### src/spi_master_pkg.sv
// Purpose: shared constants of the usart spi master transfer block
// Assumes: apb with 32-bit data, one aligned word per register
// Notes: narrow registers sit in the low bits (baud in 11:0), upper bits read zero
package spi_master_pkg;
   // register byte addresses
   localparam logic [11:0] ADDR_DATA = 12'h000;
   localparam logic [11:0] ADDR_STATUS_A = 12'h004;
   localparam logic [11:0] ADDR_CONTROL_B = 12'h008;
   localparam logic [11:0] ADDR_CONTROL_C = 12'h00c;
   localparam logic [11:0] ADDR_BAUD = 12'h010;
   // spi_status_a fields
   localparam int RXC_BIT = 7;
   localparam int TXC_BIT = 6;
   localparam int UDRE_BIT = 5;
   // spi_control_b fields
   localparam int RXCIE_BIT = 7;
   localparam int TXCIE_BIT = 6;
   localparam int EMPTY_IE_BIT = 5;
   localparam int RXEN_BIT = 4;
   localparam int TXEN_BIT = 3;
   // spi_control_c fields
   localparam int MODE_HI_BIT = 7;
   localparam int MODE_LO_BIT = 6;
   localparam int ORDER_BIT = 2;
   localparam int CPHA_BIT = 1;
   localparam int CPOL_BIT = 0;
   localparam logic [1:0] MODE_MASTER_SPI = 2'h3;
   // reset values
   localparam logic [7:0] CONTROL_B_RST = 8'h00;
   localparam logic [7:0] CONTROL_C_RST = 8'h00;
   localparam logic [11:0] BAUD_RST = 12'h000;
   // frame shape
   localparam int FRAME_BITS = 8;
   localparam logic [3:0] LAST_EDGE = 4'hf;
   localparam logic [1:0] RX_DEPTH = 2'h2;
   typedef enum logic {ST_IDLE, ST_SHIFT} xfer_state_t;
endpackage

### src/spi_master_xfer.sv
// Purpose: usart in master spi mode, data path, flags and irq requests
// Assumes: apb slave with zero wait states, single clock
// Notes: port muxing lives outside; the override outputs steer it
//
// Summary of operation
// - master mode runs only with transmitter enabled; it then owns the output pin
// - receiver is optional; when enabled it owns the input pin
// - the clock pin is the transfer clock in either configuration
// - each accepted data write starts one full duplex frame
// - written byte waits in buffer, loaded when shifter is free
// - on receive overflow the newest byte is dropped, older kept
// - framing, overrun and parity flags always read zero
// - receive complete is high while unread data exists, cleared on disable
// - transmit complete sets after frame with empty buffer, clears on ack or one
// - buffer empty flag is high when buffer can take a byte, set at reset
// - each irq needs its enable, global enable and its flag
// - clearing receiver enable flushes the receive buffer
// - receiver alone performs no transfers
// - transmitter disable waits until shifter and buffer are empty
// - transmit double buffered, receive buffer two deep
// - master only, no collision flag, no double speed, no select input
// - output pin is mosi, input pin miso, clock pin sck
// - polarity, phase and order behave like spi cpol, cpha, dord
// - polarity and phase pick spi modes 0 to 3, opposite edges
// - eight bit frames, msb or lsb first, same for both directions
// - sck rate is clk over twice (divisor plus one)
// - master spi only when both mode bits are one
//
// The register addresses and the APB interface to the registers were chosen for this implementation.
`timescale 1ns/10ps
module spi_master_xfer (
   input wire logic clk,
   input wire logic arst_n,
   input wire logic psel,
   input wire logic penable,
   input wire logic pwrite,
   input wire logic [11:0] paddr,
   input wire logic [31:0] pwdata,
   output logic [31:0] prdata,
   output logic pready,
   output logic pslverr,
   input wire logic global_irq_enable,
   input wire logic tx_complete_irq_ack,
   output logic rx_complete_irq,
   output logic tx_complete_irq,
   output logic buffer_empty_irq,
   output logic serial_out_pin,
   output logic serial_out_override,
   input wire logic serial_in_pin,
   output logic serial_in_override,
   output logic transfer_clock_pin
);
   spi_master_pkg::xfer_state_t state_r;
   logic [7:0] ctl_b_r;
   logic [7:0] ctl_c_r;
   logic [11:0] baud_divisor_r;
   logic [7:0] tx_buf_r;
   logic tx_buf_full_r;
   logic [7:0] tx_shift_r;
   logic [7:0] rx_shift_r;
   logic [3:0] edge_cnt_r;
   logic sck_phase_r;
   logic [7:0] rx_mem_r [0:1];
   logic rd_ptr_r;
   logic [1:0] rx_count_r;
   logic tx_complete_flag_r;
   logic sin_meta_r;
   logic sin_sync_r;
   logic rd_valid_r;
   logic [31:0] prdata_r;
   logic pready_r;
   logic pslverr_r;
   logic rx_irq_r;
   logic tx_irq_r;
   logic udre_irq_r;
   logic sout_r;
   logic sout_ovr_r;
   logic sin_ovr_r;
   logic sck_r;

   function automatic logic first_bit(input logic [7:0] v, input logic lsb);
      first_bit = lsb ? v[0] : v[7];
   endfunction

   function automatic logic [7:0] shift_in(input logic [7:0] v, input logic b,
                                           input logic lsb);
      shift_in = lsb ? {b, v[7:1]} : {v[6:0], b};
   endfunction

   // control decode
   wire rx_enable = ctl_b_r[spi_master_pkg::RXEN_BIT];
   wire tx_enable = ctl_b_r[spi_master_pkg::TXEN_BIT];
   wire bit_order_select = ctl_c_r[spi_master_pkg::ORDER_BIT];
   wire clock_phase_select = ctl_c_r[spi_master_pkg::CPHA_BIT];
   wire clock_polarity_select = ctl_c_r[spi_master_pkg::CPOL_BIT];
   wire [1:0] mode_select_bits = {ctl_c_r[spi_master_pkg::MODE_HI_BIT],
                                  ctl_c_r[spi_master_pkg::MODE_LO_BIT]};
   wire master_spi_mode = (mode_select_bits == spi_master_pkg::MODE_MASTER_SPI);

   // apb decode
   wire setup_ph = psel && !penable;
   wire access_ph = psel && penable && pready_r;
   wire wr_acc = access_ph && pwrite;
   wire rd_acc = access_ph && !pwrite;
   wire hit_data = (paddr == spi_master_pkg::ADDR_DATA);
   wire hit_stat = (paddr == spi_master_pkg::ADDR_STATUS_A);
   wire hit_ctlb = (paddr == spi_master_pkg::ADDR_CONTROL_B);
   wire hit_ctlc = (paddr == spi_master_pkg::ADDR_CONTROL_C);
   wire hit_baud = (paddr == spi_master_pkg::ADDR_BAUD);
   wire hit_any = hit_data || hit_stat || hit_ctlb || hit_ctlc || hit_baud;

   // flags
   wire rx_complete_flag = (rx_count_r != 2'h0);
   wire tx_buffer_empty_flag = !tx_buf_full_r;
   // error flags sit at bits 4..2 and are tied low in this mode
   wire [7:0] status_a = {rx_complete_flag, tx_complete_flag_r, tx_buffer_empty_flag,
                          5'h00};

   wire [7:0] rx_head = rx_mem_r[rd_ptr_r];
   wire [31:0] rd_mux = hit_data ? {24'h000000, rx_head} :
                        hit_stat ? {24'h000000, status_a} :
                        hit_ctlb ? {24'h000000, ctl_b_r} :
                        hit_ctlc ? {24'h000000, ctl_c_r} :
                        hit_baud ? {20'h00000, baud_divisor_r} : 32'h00000000;

   // writes to data are dropped when buffer is full or transmitter is off
   wire data_wr = wr_acc && hit_data && tx_enable && !tx_buf_full_r;
   wire data_rd = rd_acc && hit_data && rd_valid_r;

   // transfer engine
   wire tick;
   wire shifting = (state_r == spi_master_pkg::ST_SHIFT);
   wire lead_edge = !edge_cnt_r[0];
   wire sample_edge = tick && shifting && (lead_edge != clock_phase_select);
   wire setup_edge = tick && shifting && (lead_edge == clock_phase_select) &&
                     !(clock_phase_select && edge_cnt_r == 4'h0);
   wire frame_done = tick && shifting && (edge_cnt_r == spi_master_pkg::LAST_EDGE);
   // a queued byte finishes even after the transmitter is disabled
   wire can_load = master_spi_mode && tx_buf_full_r;
   wire load_now = can_load && (!shifting || frame_done);
   wire [7:0] rx_byte = shift_in(rx_shift_r, sin_sync_r, bit_order_select);
   // phase 0 took its last bit one edge earlier, so the shifter is already whole
   wire [7:0] rx_frame_byte = clock_phase_select ? rx_byte : rx_shift_r;
   wire rx_push = frame_done && rx_enable &&
                  (rx_count_r != spi_master_pkg::RX_DEPTH || data_rd);
   wire wr_idx = rd_ptr_r ^ rx_count_r[0];
   wire tx_active = tx_enable || tx_buf_full_r || shifting;
   wire sck_phase_nxt = tick && shifting ? !sck_phase_r : sck_phase_r;
   wire txc_clear = (wr_acc && hit_stat && pwdata[spi_master_pkg::TXC_BIT]) ||
                    tx_complete_irq_ack;
   wire txc_set = frame_done && !tx_buf_full_r;

   spi_baud_tick u_baud (
      .clk(clk),
      .arst_n(arst_n),
      .run(shifting),
      .divisor(baud_divisor_r),
      .tick(tick)
   );

   assign prdata = prdata_r;
   assign pready = pready_r;
   assign pslverr = pslverr_r;
   assign rx_complete_irq = rx_irq_r;
   assign tx_complete_irq = tx_irq_r;
   assign buffer_empty_irq = udre_irq_r;
   assign serial_out_pin = sout_r;
   assign serial_out_override = sout_ovr_r;
   assign serial_in_override = sin_ovr_r;
   assign transfer_clock_pin = sck_r;

   // apb answer: data captured in setup, one access cycle
   always_ff @(posedge clk or negedge arst_n) begin
      if (!arst_n) begin
         prdata_r <= 32'h00000000;
         pready_r <= 1'b0;
         pslverr_r <= 1'b0;
         rd_valid_r <= 1'b0;
      end else begin
         pready_r <= setup_ph;
         if (setup_ph) begin
            prdata_r <= pwrite ? 32'h00000000 : rd_mux;
            pslverr_r <= !hit_any;
            // only pop a byte that was really returned
            rd_valid_r <= rx_complete_flag;
         end
      end
   end

   // control registers
   always_ff @(posedge clk or negedge arst_n) begin
      if (!arst_n) begin
         ctl_b_r <= spi_master_pkg::CONTROL_B_RST;
         ctl_c_r <= spi_master_pkg::CONTROL_C_RST;
         baud_divisor_r <= spi_master_pkg::BAUD_RST;
      end else if (wr_acc) begin
         if (hit_ctlb) begin
            ctl_b_r <= {pwdata[7:3], 3'h0};
         end else if (hit_ctlc) begin
            ctl_c_r <= {pwdata[7:6], 3'h0, pwdata[2:0]};
         end else if (hit_baud) begin
            baud_divisor_r <= pwdata[11:0];
         end
      end
   end

   // transmit buffer and transmit complete flag
   always_ff @(posedge clk or negedge arst_n) begin
      if (!arst_n) begin
         tx_buf_r <= 8'h00;
         tx_buf_full_r <= 1'b0;
         tx_complete_flag_r <= 1'b0;
      end else begin
         if (data_wr) begin
            tx_buf_r <= pwdata[7:0];
            tx_buf_full_r <= 1'b1;
         end else if (load_now) begin
            tx_buf_full_r <= 1'b0;
         end
         // a set in the clearing cycle wins
         if (txc_set) begin
            tx_complete_flag_r <= 1'b1;
         end else if (txc_clear) begin
            tx_complete_flag_r <= 1'b0;
         end
      end
   end

   // frame sequencer
   always_ff @(posedge clk or negedge arst_n) begin
      if (!arst_n) begin
         state_r <= spi_master_pkg::ST_IDLE;
         tx_shift_r <= 8'h00;
         rx_shift_r <= 8'h00;
         edge_cnt_r <= 4'h0;
         sck_phase_r <= 1'b0;
      end else begin
         sck_phase_r <= sck_phase_nxt;
         if (load_now) begin
            state_r <= spi_master_pkg::ST_SHIFT;
            tx_shift_r <= tx_buf_r;
            edge_cnt_r <= 4'h0;
         end else if (frame_done) begin
            state_r <= spi_master_pkg::ST_IDLE;
         end else if (tick && shifting) begin
            edge_cnt_r <= edge_cnt_r + 4'h1;
            if (setup_edge) begin
               tx_shift_r <= bit_order_select ? {1'b0, tx_shift_r[7:1]} :
                                                {tx_shift_r[6:0], 1'b0};
            end
         end
         if (sample_edge) begin
            rx_shift_r <= rx_byte;
         end
      end
   end

   // receive buffer, two deep
   always_ff @(posedge clk or negedge arst_n) begin
      if (!arst_n) begin
         rx_mem_r[0] <= 8'h00;
         rx_mem_r[1] <= 8'h00;
         rd_ptr_r <= 1'b0;
         rx_count_r <= 2'h0;
      end else if (!rx_enable) begin
         rx_count_r <= 2'h0;
      end else begin
         if (rx_push) begin
            rx_mem_r[wr_idx] <= rx_frame_byte;
         end
         if (data_rd) begin
            rd_ptr_r <= !rd_ptr_r;
         end
         if (rx_push && !data_rd) begin
            rx_count_r <= rx_count_r + 2'h1;
         end else if (data_rd && !rx_push) begin
            rx_count_r <= rx_count_r - 2'h1;
         end
      end
   end

   // pins and interrupt requests
   always_ff @(posedge clk or negedge arst_n) begin
      if (!arst_n) begin
         sin_meta_r <= 1'b1;
         sin_sync_r <= 1'b1;
         sout_r <= 1'b1;
         sout_ovr_r <= 1'b0;
         sin_ovr_r <= 1'b0;
         sck_r <= 1'b0;
         rx_irq_r <= 1'b0;
         tx_irq_r <= 1'b0;
         udre_irq_r <= 1'b0;
      end else begin
         sin_meta_r <= serial_in_pin;
         sin_sync_r <= sin_meta_r;
         sout_r <= shifting ? first_bit(tx_shift_r, bit_order_select) : 1'b1;
         sout_ovr_r <= tx_active;
         sin_ovr_r <= rx_enable;
         sck_r <= clock_polarity_select ^ sck_phase_nxt;
         rx_irq_r <= ctl_b_r[spi_master_pkg::RXCIE_BIT] && global_irq_enable &&
                     rx_complete_flag;
         tx_irq_r <= ctl_b_r[spi_master_pkg::TXCIE_BIT] && global_irq_enable &&
                     tx_complete_flag_r;
         udre_irq_r <= ctl_b_r[spi_master_pkg::EMPTY_IE_BIT] && global_irq_enable &&
                       tx_buffer_empty_flag;
      end
   end
endmodule

### src/spi_baud_tick.sv
// Purpose: half-period tick for the serial clock
// Assumes: divisor stable while a frame runs
// Notes: one tick every divisor+1 cycles, so sck = clk / (2*(divisor+1))
`timescale 1ns/10ps
module spi_baud_tick (
   input wire logic clk,
   input wire logic arst_n,
   input wire logic run,
   input wire logic [11:0] divisor,
   output logic tick
);
   logic [11:0] cnt_r;
   logic tick_r;

   assign tick = tick_r;

   // restarting on idle keeps the first half period full length
   always_ff @(posedge clk or negedge arst_n) begin
      if (!arst_n) begin
         cnt_r <= 12'h000;
         tick_r <= 1'b0;
      end else if (!run) begin
         cnt_r <= divisor;
         tick_r <= 1'b0;
      end else if (cnt_r == 12'h000) begin
         cnt_r <= divisor;
         tick_r <= 1'b1;
      end else begin
         cnt_r <= cnt_r - 12'h001;
         tick_r <= 1'b0;
      end
   end
endmodule

### config.mk
export PLATFORM = sky130hd
export DESIGN_NAME = spi_master_xfer
export DESIGN_NICKNAME = d
export VERILOG_FILES = /design/src/spi_master_pkg.sv /design/src/spi_master_xfer.sv /design/src/spi_baud_tick.sv
export SDC_FILE = /design/constraint.sdc
export NUM_CORES = 1
export LEC_CHECK = 0
export BUFFER_PORTS_ARGS = -buffer_cell sky130_fd_sc_hd__buf_2
export CAP_MARGIN = 25
export CORE_UTILIZATION = 51
export CTS_CLUSTER_SIZE = 8
export DETAILED_ROUTE_END_ITERATION = 10
export PLACE_DENSITY = 0.77
export SLEW_MARGIN = 25
export SYNTH_ARGS = -nofsm -noshare
export SYNTH_HDL_FRONTEND = slang
export SYNTH_SLANG_ARGS = --single-unit
### constraint.sdc
create_clock -name clk -period 2.4 [get_ports clk]
set_clock_uncertainty 0.05 [all_clocks]
set_input_delay 0.48 -clock clk [delete_from_list [all_inputs] [get_ports clk]]
set_output_delay 0.48 -clock clk [all_outputs]
set_load 0.1 [all_outputs]
---- Word-level counts from Yosys, hierarchy flattened ----
Index checks and enable logic that the tools add are counted.
operators by class
  $add $sub $neg .......................... 4
  order comparisons ....................... 3
  eq/ne operators ......................... 11
  multiplexer cells ....................... 38
  bitwise logic cells ..................... 6
  reductions and logical operators ........ 68
operator list
  operator                                                  number
  2-to-1 mux 12 bit                                         8
  2-to-1 mux 8 bit                                          11
  logical AND 1 bit                                         32
  == test 12 x 4 -> 1 bit, second input constant            2
  logical NOT 12 bit                                        2
  bitwise mux 16 bit                                        1
  == test 12 x 3 -> 1 bit, second input constant            1
  == test 12 x 5 -> 1 bit, second input constant            1
  2-to-1 mux 4 bit                                          3
  nonzero test 2 bit                                        6
  subtractor 12 x 1 -> 12 bit, second input constant        1
  logical NOT 1 bit                                         11
  2-to-1 mux 1 bit                                          11
  logical OR 1 bit                                          9
  demux 8 bit (select 1 bit)                                1
  AND reduction 2 bit                                       4
  2-to-1 mux 2 bit                                          3
  AND reduction 3 bit                                       2
  adder 4 x 1 -> 4 bit, second input constant               1
  == test 4 bit, second input constant                      1
  greater-or-equal comparator 2 bit, second input constant  2
  logical NOT 4 bit                                         1
  NOT 1 -> 2 bit                                            2
  AND reduction 4 bit                                       1
  11 further kinds                                          13
storage, ports and cells
  register bits after elaboration ......... 130
  input port bits ......................... 52
  output and inout port bits .............. 41
  word-level logic and storage cells ...... 160

---- Depth between registers and ports, before layout ----
  word-level depth ........................ 12
  depth in mapped cells ................... 7
  depth with buffers taken out ............ 6

---- By module ----
A second synthesis with hierarchy kept.
unflattened totals
  cell total of the unflattened synthesis .. 541
  area, all modules ....................... 5733.0 µm²
by module, submodules not included
  module           instances  cells an instance  area an instance (µm²)  sequential area each (µm²)
  spi_master_xfer  1          466                5007.3                  2431.1
  spi_baud_tick    1          75                 725.7                   325.3

---- Worst setup path after synthesis ----
No wires, ideal clock.
  path kind ............................... reg2reg
  start ................................... reg pready_r, in the netlist pready
  end ..................................... reg rx_mem_r[10] in the netlist's numbering
  library setup time ...................... 125 ps
  arrival time ............................ 2553 ps
  required time ........................... 2225 ps
  path slack .............................. -328 ps
  cell stages (with the launch flop) ...... 6
  buffers on the path ..................... 0
  clock period less this slack ............ 2728 ps
  cells stage by stage .................... dfrtp_1 -> nand3_1 -> nor3b_1 -> nand2_4 -> a311oi_4 -> mux2_2
between the ends
  cells in the longest elaborated chain, start to end .. 7
ends and longest elaborated chain
  element                               RTL line                source
  from (decl)                           spi_master_xfer.sv:71   logic pready_r;
  from (signal assigned)                spi_master_xfer.sv:180  pready_r <= setup_ph;
  logical AND 1 bit                     spi_master_xfer.sv:102  wire access_ph = psel && penable && pready_r;
  logical AND 1 bit                     spi_master_xfer.sv:104  wire rd_acc = access_ph && !pwrite;
  logical AND 1 bit (2 in a row)        spi_master_xfer.sv:128  wire data_rd = rd_acc && hit_data && rd_valid_r;
  logical OR 1 bit                      spi_master_xfer.sv:145  (rx_count_r != spi_master_pkg::RX_DEPTH || data_rd);
  logical AND 1 bit                     spi_master_xfer.sv:144  wire rx_push = frame_done && rx_enable &&
  AND reduction 2 bit (no source line)  -
  to (signal, indexed assignment)       spi_master_xfer.sv:269  rx_mem_r[wr_idx] <= rx_frame_byte;
  to (decl)                             spi_master_xfer.sv:63   logic [7:0] rx_mem_r [0:1];
Every way passes these cells.
A chain may end at the register's enable or synchronous reset.

---- Worst setup path in the final report ----
  start ................................... reg edge_cnt_r[0]
  end ..................................... reg tx_shift_r[2]
between the ends
  cells in the longest elaborated chain, start to end .. 6
  elaborated cells between the ends (all ways) .. 16
  those cells by class .................... eq/ne: 3; mux: 1; reduce/logical: 12
ends and longest elaborated chain
  element                                                                                RTL line                                        source
  from (decl)                                                                            spi_master_xfer.sv:61                           logic [3:0] edge_cnt_r;
  from (signal assigned)                                                                 spi_master_xfer.sv:246                          edge_cnt_r <= edge_cnt_r + 4'h1;
  == test 4 bit (tied with other cells)                                                  spi_master_xfer.sv:137                          wire frame_done = tick && shifting && (edge_cnt_r == spi_master_pkg::LAST_EDGE);
  logical AND 1 bit (tied with other cells)                                              spi_master_xfer.sv:137
  logical OR 1 bit (tied with other cells)                                               spi_master_xfer.sv:140                          wire load_now = can_load && (!shifting || frame_done);
  logical AND 1 bit, on equally long branches                                            spi_master_xfer.sv:140, spi_master_xfer.sv:135
  inequality test 2 x 1 -> 1 bit (no source line) or nonzero test 2 bit (tied branches)  -
  AND reduction 3 bit (no source line)                                                   -
  to (signal assigned)                                                                   spi_master_xfer.sv:241                          tx_shift_r <= tx_buf_r;
  to (signal assigned)                                                                   spi_master_xfer.sv:248                          tx_shift_r <= bit_order_select ? {1'b0, tx_shift_r[7:1]} :
  to (decl)                                                                              spi_master_xfer.sv:59                           logic [7:0] tx_shift_r;
Several ways; a longest one is shown, not always the timed one.

==> results.rst <==
.. list-table::
   :header-rows: 1

   * - Metric
     - Value
   * - Class of the most critical setup path
     - flop to flop
   * - Cell at the root of the clock tree
     - sky130_fd_sc_hd__clkbuf_8
   * - Total number of H-tree levels
     - 3
   * - Final core occ
     - 59.5%
   * - Endpoint kind of the worst setup timing path
     - flop
   * - Overflow left after global routing
     - 0
   * - Number of clock sinks
     - 110
   * - Unrepaired setup endpoints after global routing
     - no
   * - Data required time of the worst path
     - 2.62 ns
   * - Post-CTS Setup Bufs
     - 0
   * - Max Root-Sink Buffers
     - 2
   * - Xor/xnor share of the synthesized area
     - 2.46%
   * - Compound-gate portion of the synthesized area
     - 10.1%
   * - Synth Area in Simple Gates
     - 12.6%
   * - Synth async-reset ratio
     - 100%
   * - Post-route minimum period
     - 2.22 ns
   * - Antenna-violating nets left
     - 0
   * - Kind of launch point of the worst setup path
     - flop
   * - WP data arrival
     - 2.44 ns
   * - Leading register cell type out of synthesis
     - sky130_fd_sc_hd__dfrtp_1
   * - Number of optimization iterations in the first detailed-route pass
     - 4
   * - Post-route cell area
     - 6090 um^2
   * - Initial core utilization
     - 52.3%
   * - Post-synthesis cell type with the largest combined area
     - sky130_fd_sc_hd__dfrtp_1
   * - Setup slack after placement
     - 0.0896 ns
   * - Final worst path period share
     - 92.3%
   * - Most frequent cell on the critical path
     - sky130_fd_sc_hd__mux2_2
   * - Post-detailed-route via-to-cell ratio
     - 5.54
   * - Tightest hold margin
     - 0.0671 ns
   * - Top delay family on crit path
     - multiplexers
   * - Die extent in y
     - 104 um
   * - Clock buffer count from CTS
     - 9
   * - Combined global-route utilization of all metal layers
     - 21.8%
   * - Clock latency at the later pin of the worst-skew pair
     - 0.38 ns
   * - Number of endpoints with negative hold slack in the final report
     - 0
   * - Worst hold path class
     - primary input to async pin
   * - Peak fanout along the critical path
     - 15
   * - Count of buffer and inverter cells on the critical path
     - 1
   * - Weighted congestion at the end of routability-driven global placement
     - 0.848
   * - Total power
     - 3.41 mW
   * - Count of buffers inserted at the top-level ports
     - 52
   * - Fraction of the mapped netlist area in adder cells
     - 0.702%
   * - Number of standard cells in the layout, taps in and fillers out
     - 691
   * - Horizontal die dimension
     - 104 um
   * - Largest net degree at the start of global routing
     - 79
   * - Routed wirelength normalized by instance count
     - 16.4 um
   * - Part of the Yosys area used for sequential elements
     - 51.5%
   * - Post-synthesis average cell area
     - 11.2 um^2
   * - Nets@finish
     - 605
   * - Leakage power total
     - 2.97 nW
   * - Run status
     - complete, no violations
   * - Synthesis warning total
     - 0
   * - Leading post-synthesis cells by cell area
     - sky130_fd_sc_hd__dfrtp_1, sky130_fd_sc_hd__mux2_2, sky130_fd_sc_hd__mux2i_1
   * - Worst setup slack after layout
     - 0.184 ns
   * - Final number of setup-violating endpoints
     - 0
   * - Total wire length after detailed routing
     - 11300 um
   * - Cell with the biggest individual delay on the critical path
     - sky130_fd_sc_hd__dfrtp_1
   * - Crit-path max cell delay
     - 0.43 ns
   * - Clock-pin slew on the worst setup and hold paths
     - 0.11 ns
   * - Placed Instance Area
     - 5850 um^2
   * - Combined area of all synthesized cells
     - 5350 um^2
   * - Initial antenna violation count
     - 0
   * - Top-level port count
     - 93
   * - Post-synthesis cell type count
     - 52
   * - Final routed DRC violation total
     - 0
   * - First-pass GRT wire length
     - 18600 um
   * - Max IR drop VDD
     - 0.000347 V
   * - Cell count after placement
     - 675
   * - Slew Limit Fails
     - 0
   * - Number of enable-type register cells in the synthesized netlist
     - 0
   * - HPWL reported at the end of detailed placement
     - 8360 um
   * - Share of the synthesized area in the top cell type
     - 50.1%
   * - # diodes
     - 0
   * - Post-synthesis mux area share
     - 17.6%
   * - Via total after detailed routing
     - 3831
   * - Commonest non-fill, non-tap cell in the layout
     - sky130_fd_sc_hd__dfrtp_1
   * - Core Rows
     - 37
   * - CTS tree
     - done
   * - Ratio of total power to cell area
     - 561 nW/um^2
   * - First DRT Iteration DRCs
     - 129
   * - Number of register bits inferred by synthesis
     - 110
   * - FMAX
     - 451 MHz
   * - Largest family of logic cells by synthesized area
     - multiplexers
   * - Total negative slack
     - 0 ns
   * - Total core area
     - 10200 um^2
   * - Layout overhead on the synthesized area
     - 13.8%
   * - Die outline area
     - 10900 um^2
   * - Hold buffer count at CTS
     - 0
   * - Instance count of the mapped netlist
     - 478
   * - Maximum capacitance violations
     - 0
   * - Proportion of layout cells with a drive suffix above 1
     - 31.2%
   * - List of cells traversed by the critical path
     - ha_1 -> nand3_1 -> or2_2 -> a21oi_1 -> buf_4 -> mux2_2 -> mux2_2
   * - Vias in the first global route
     - 3674
   * - Most frequent cells in the layout
     - sky130_fd_sc_hd__dfrtp_1, sky130_fd_sc_hd__mux2_2, sky130_fd_sc_hd__buf_2, sky130_fd_sc_hd__nand2_1, sky130_fd_sc_hd__nor2_1
## synthesized netlist by cell type, types with 8 or more instances
| cell type | number |
|---|---|
| sky130_fd_sc_hd__a21oi_1 | 27 |
| sky130_fd_sc_hd__buf_4 | 22 |
| sky130_fd_sc_hd__clkbuf_1 | 10 |
| sky130_fd_sc_hd__dfrtp_1 | 107 |
| sky130_fd_sc_hd__inv_1 | 8 |
| sky130_fd_sc_hd__mux2_2 | 64 |
| sky130_fd_sc_hd__mux2i_1 | 22 |
| sky130_fd_sc_hd__nand2_1 | 42 |
| sky130_fd_sc_hd__nand2b_1 | 8 |
| sky130_fd_sc_hd__nand3_1 | 11 |
| sky130_fd_sc_hd__nor2_1 | 35 |
| sky130_fd_sc_hd__o21ai_0 | 24 |
| sky130_fd_sc_hd__xnor2_1 | 9 |
## metal layers
layer / wire [um] / track usage (%) / part of all wire, %
met4: 151 / 5.51 / 1.3
met1: 4940 / 28.7 / 44
met5: 0 / 0 / 0
met3: 391 / 4.14 / 3.5
met2: 5820 / 37.2 / 51
## report_power, final
part           internal [mW]  total [mW]  leakage, nW  switching, mW
combinational         0.0398       0.281         1.35          0.241
clock                  0.607        1.27        0.118          0.663
sequential              1.86        1.86         1.51        0.00279
total                   2.50        3.41         2.97          0.907
## logic make-up (layout without fill, tap and decap cells)
kind of cell | after synthesis | after routing
simple gates | 135 | 135
flops | 110 | 110
mux | 86 | 86
compound gates | 83 | 83
buf+inv | 45 | 103
xor+xnor | 15 | 15
fa+ha+maj | 3 | 3
other cells | 1 | 20
## worst paths after layout
path,from,endpoint,slack [ns],cells after the start
max,edge_cnt_r[0]$_DFFE_PN0P_,tx_shift_r[2]$_DFFE_PN0P_,0.18,7
min,arst_n,u_baud.cnt_r[1]$_DFF_PN0_,0.07,2
max reg2reg,edge_cnt_r[0]$_DFFE_PN0P_,tx_shift_r[2]$_DFFE_PN0P_,0.18,7
min reg2reg,sin_meta_r$_DFF_PN1_,sin_sync_r$_DFF_PN1_,0.32,0
max in group asynchronous,arst_n,sin_meta_r$_DFF_PN1_,1.88,2
min in group clk,serial_in_pin,sin_meta_r$_DFF_PN1_,0.13,1
## sequential cells by signal, summed over array words and instances, names as in the netlist, 2 cells and up
name / flops
rx_shift_r: 8
ctl_c_r: 5
rx_count_r: 2
tx_buf_r: 8
edge_cnt_r: 4
tx_shift_r: 8
prdata: 12
ctl_b_r: 5
baud_divisor_r: 12
rx_mem_r: 16
u_baud.cnt_r: 12
## cell type report
class | instances | area, um^2
fill | 837 | 4150
sequential | 110 | 2760
clock inverter | 7 | 105
multi-input combinational | 342 | 2410
tap | 136 | 170
inverter | 8 | 30.0
clock buffer | 9 | 124
timing repair buffer | 79 | 490
## what timing repair did
action | 4_1_cts | 5_1_grt
endpoints found under the setup margin | 0 | 5
gates resized for setup | 0 | 1
hold endpoints to repair | 0 | 0
Note: power is estimated with default switching activity, not from simulation.
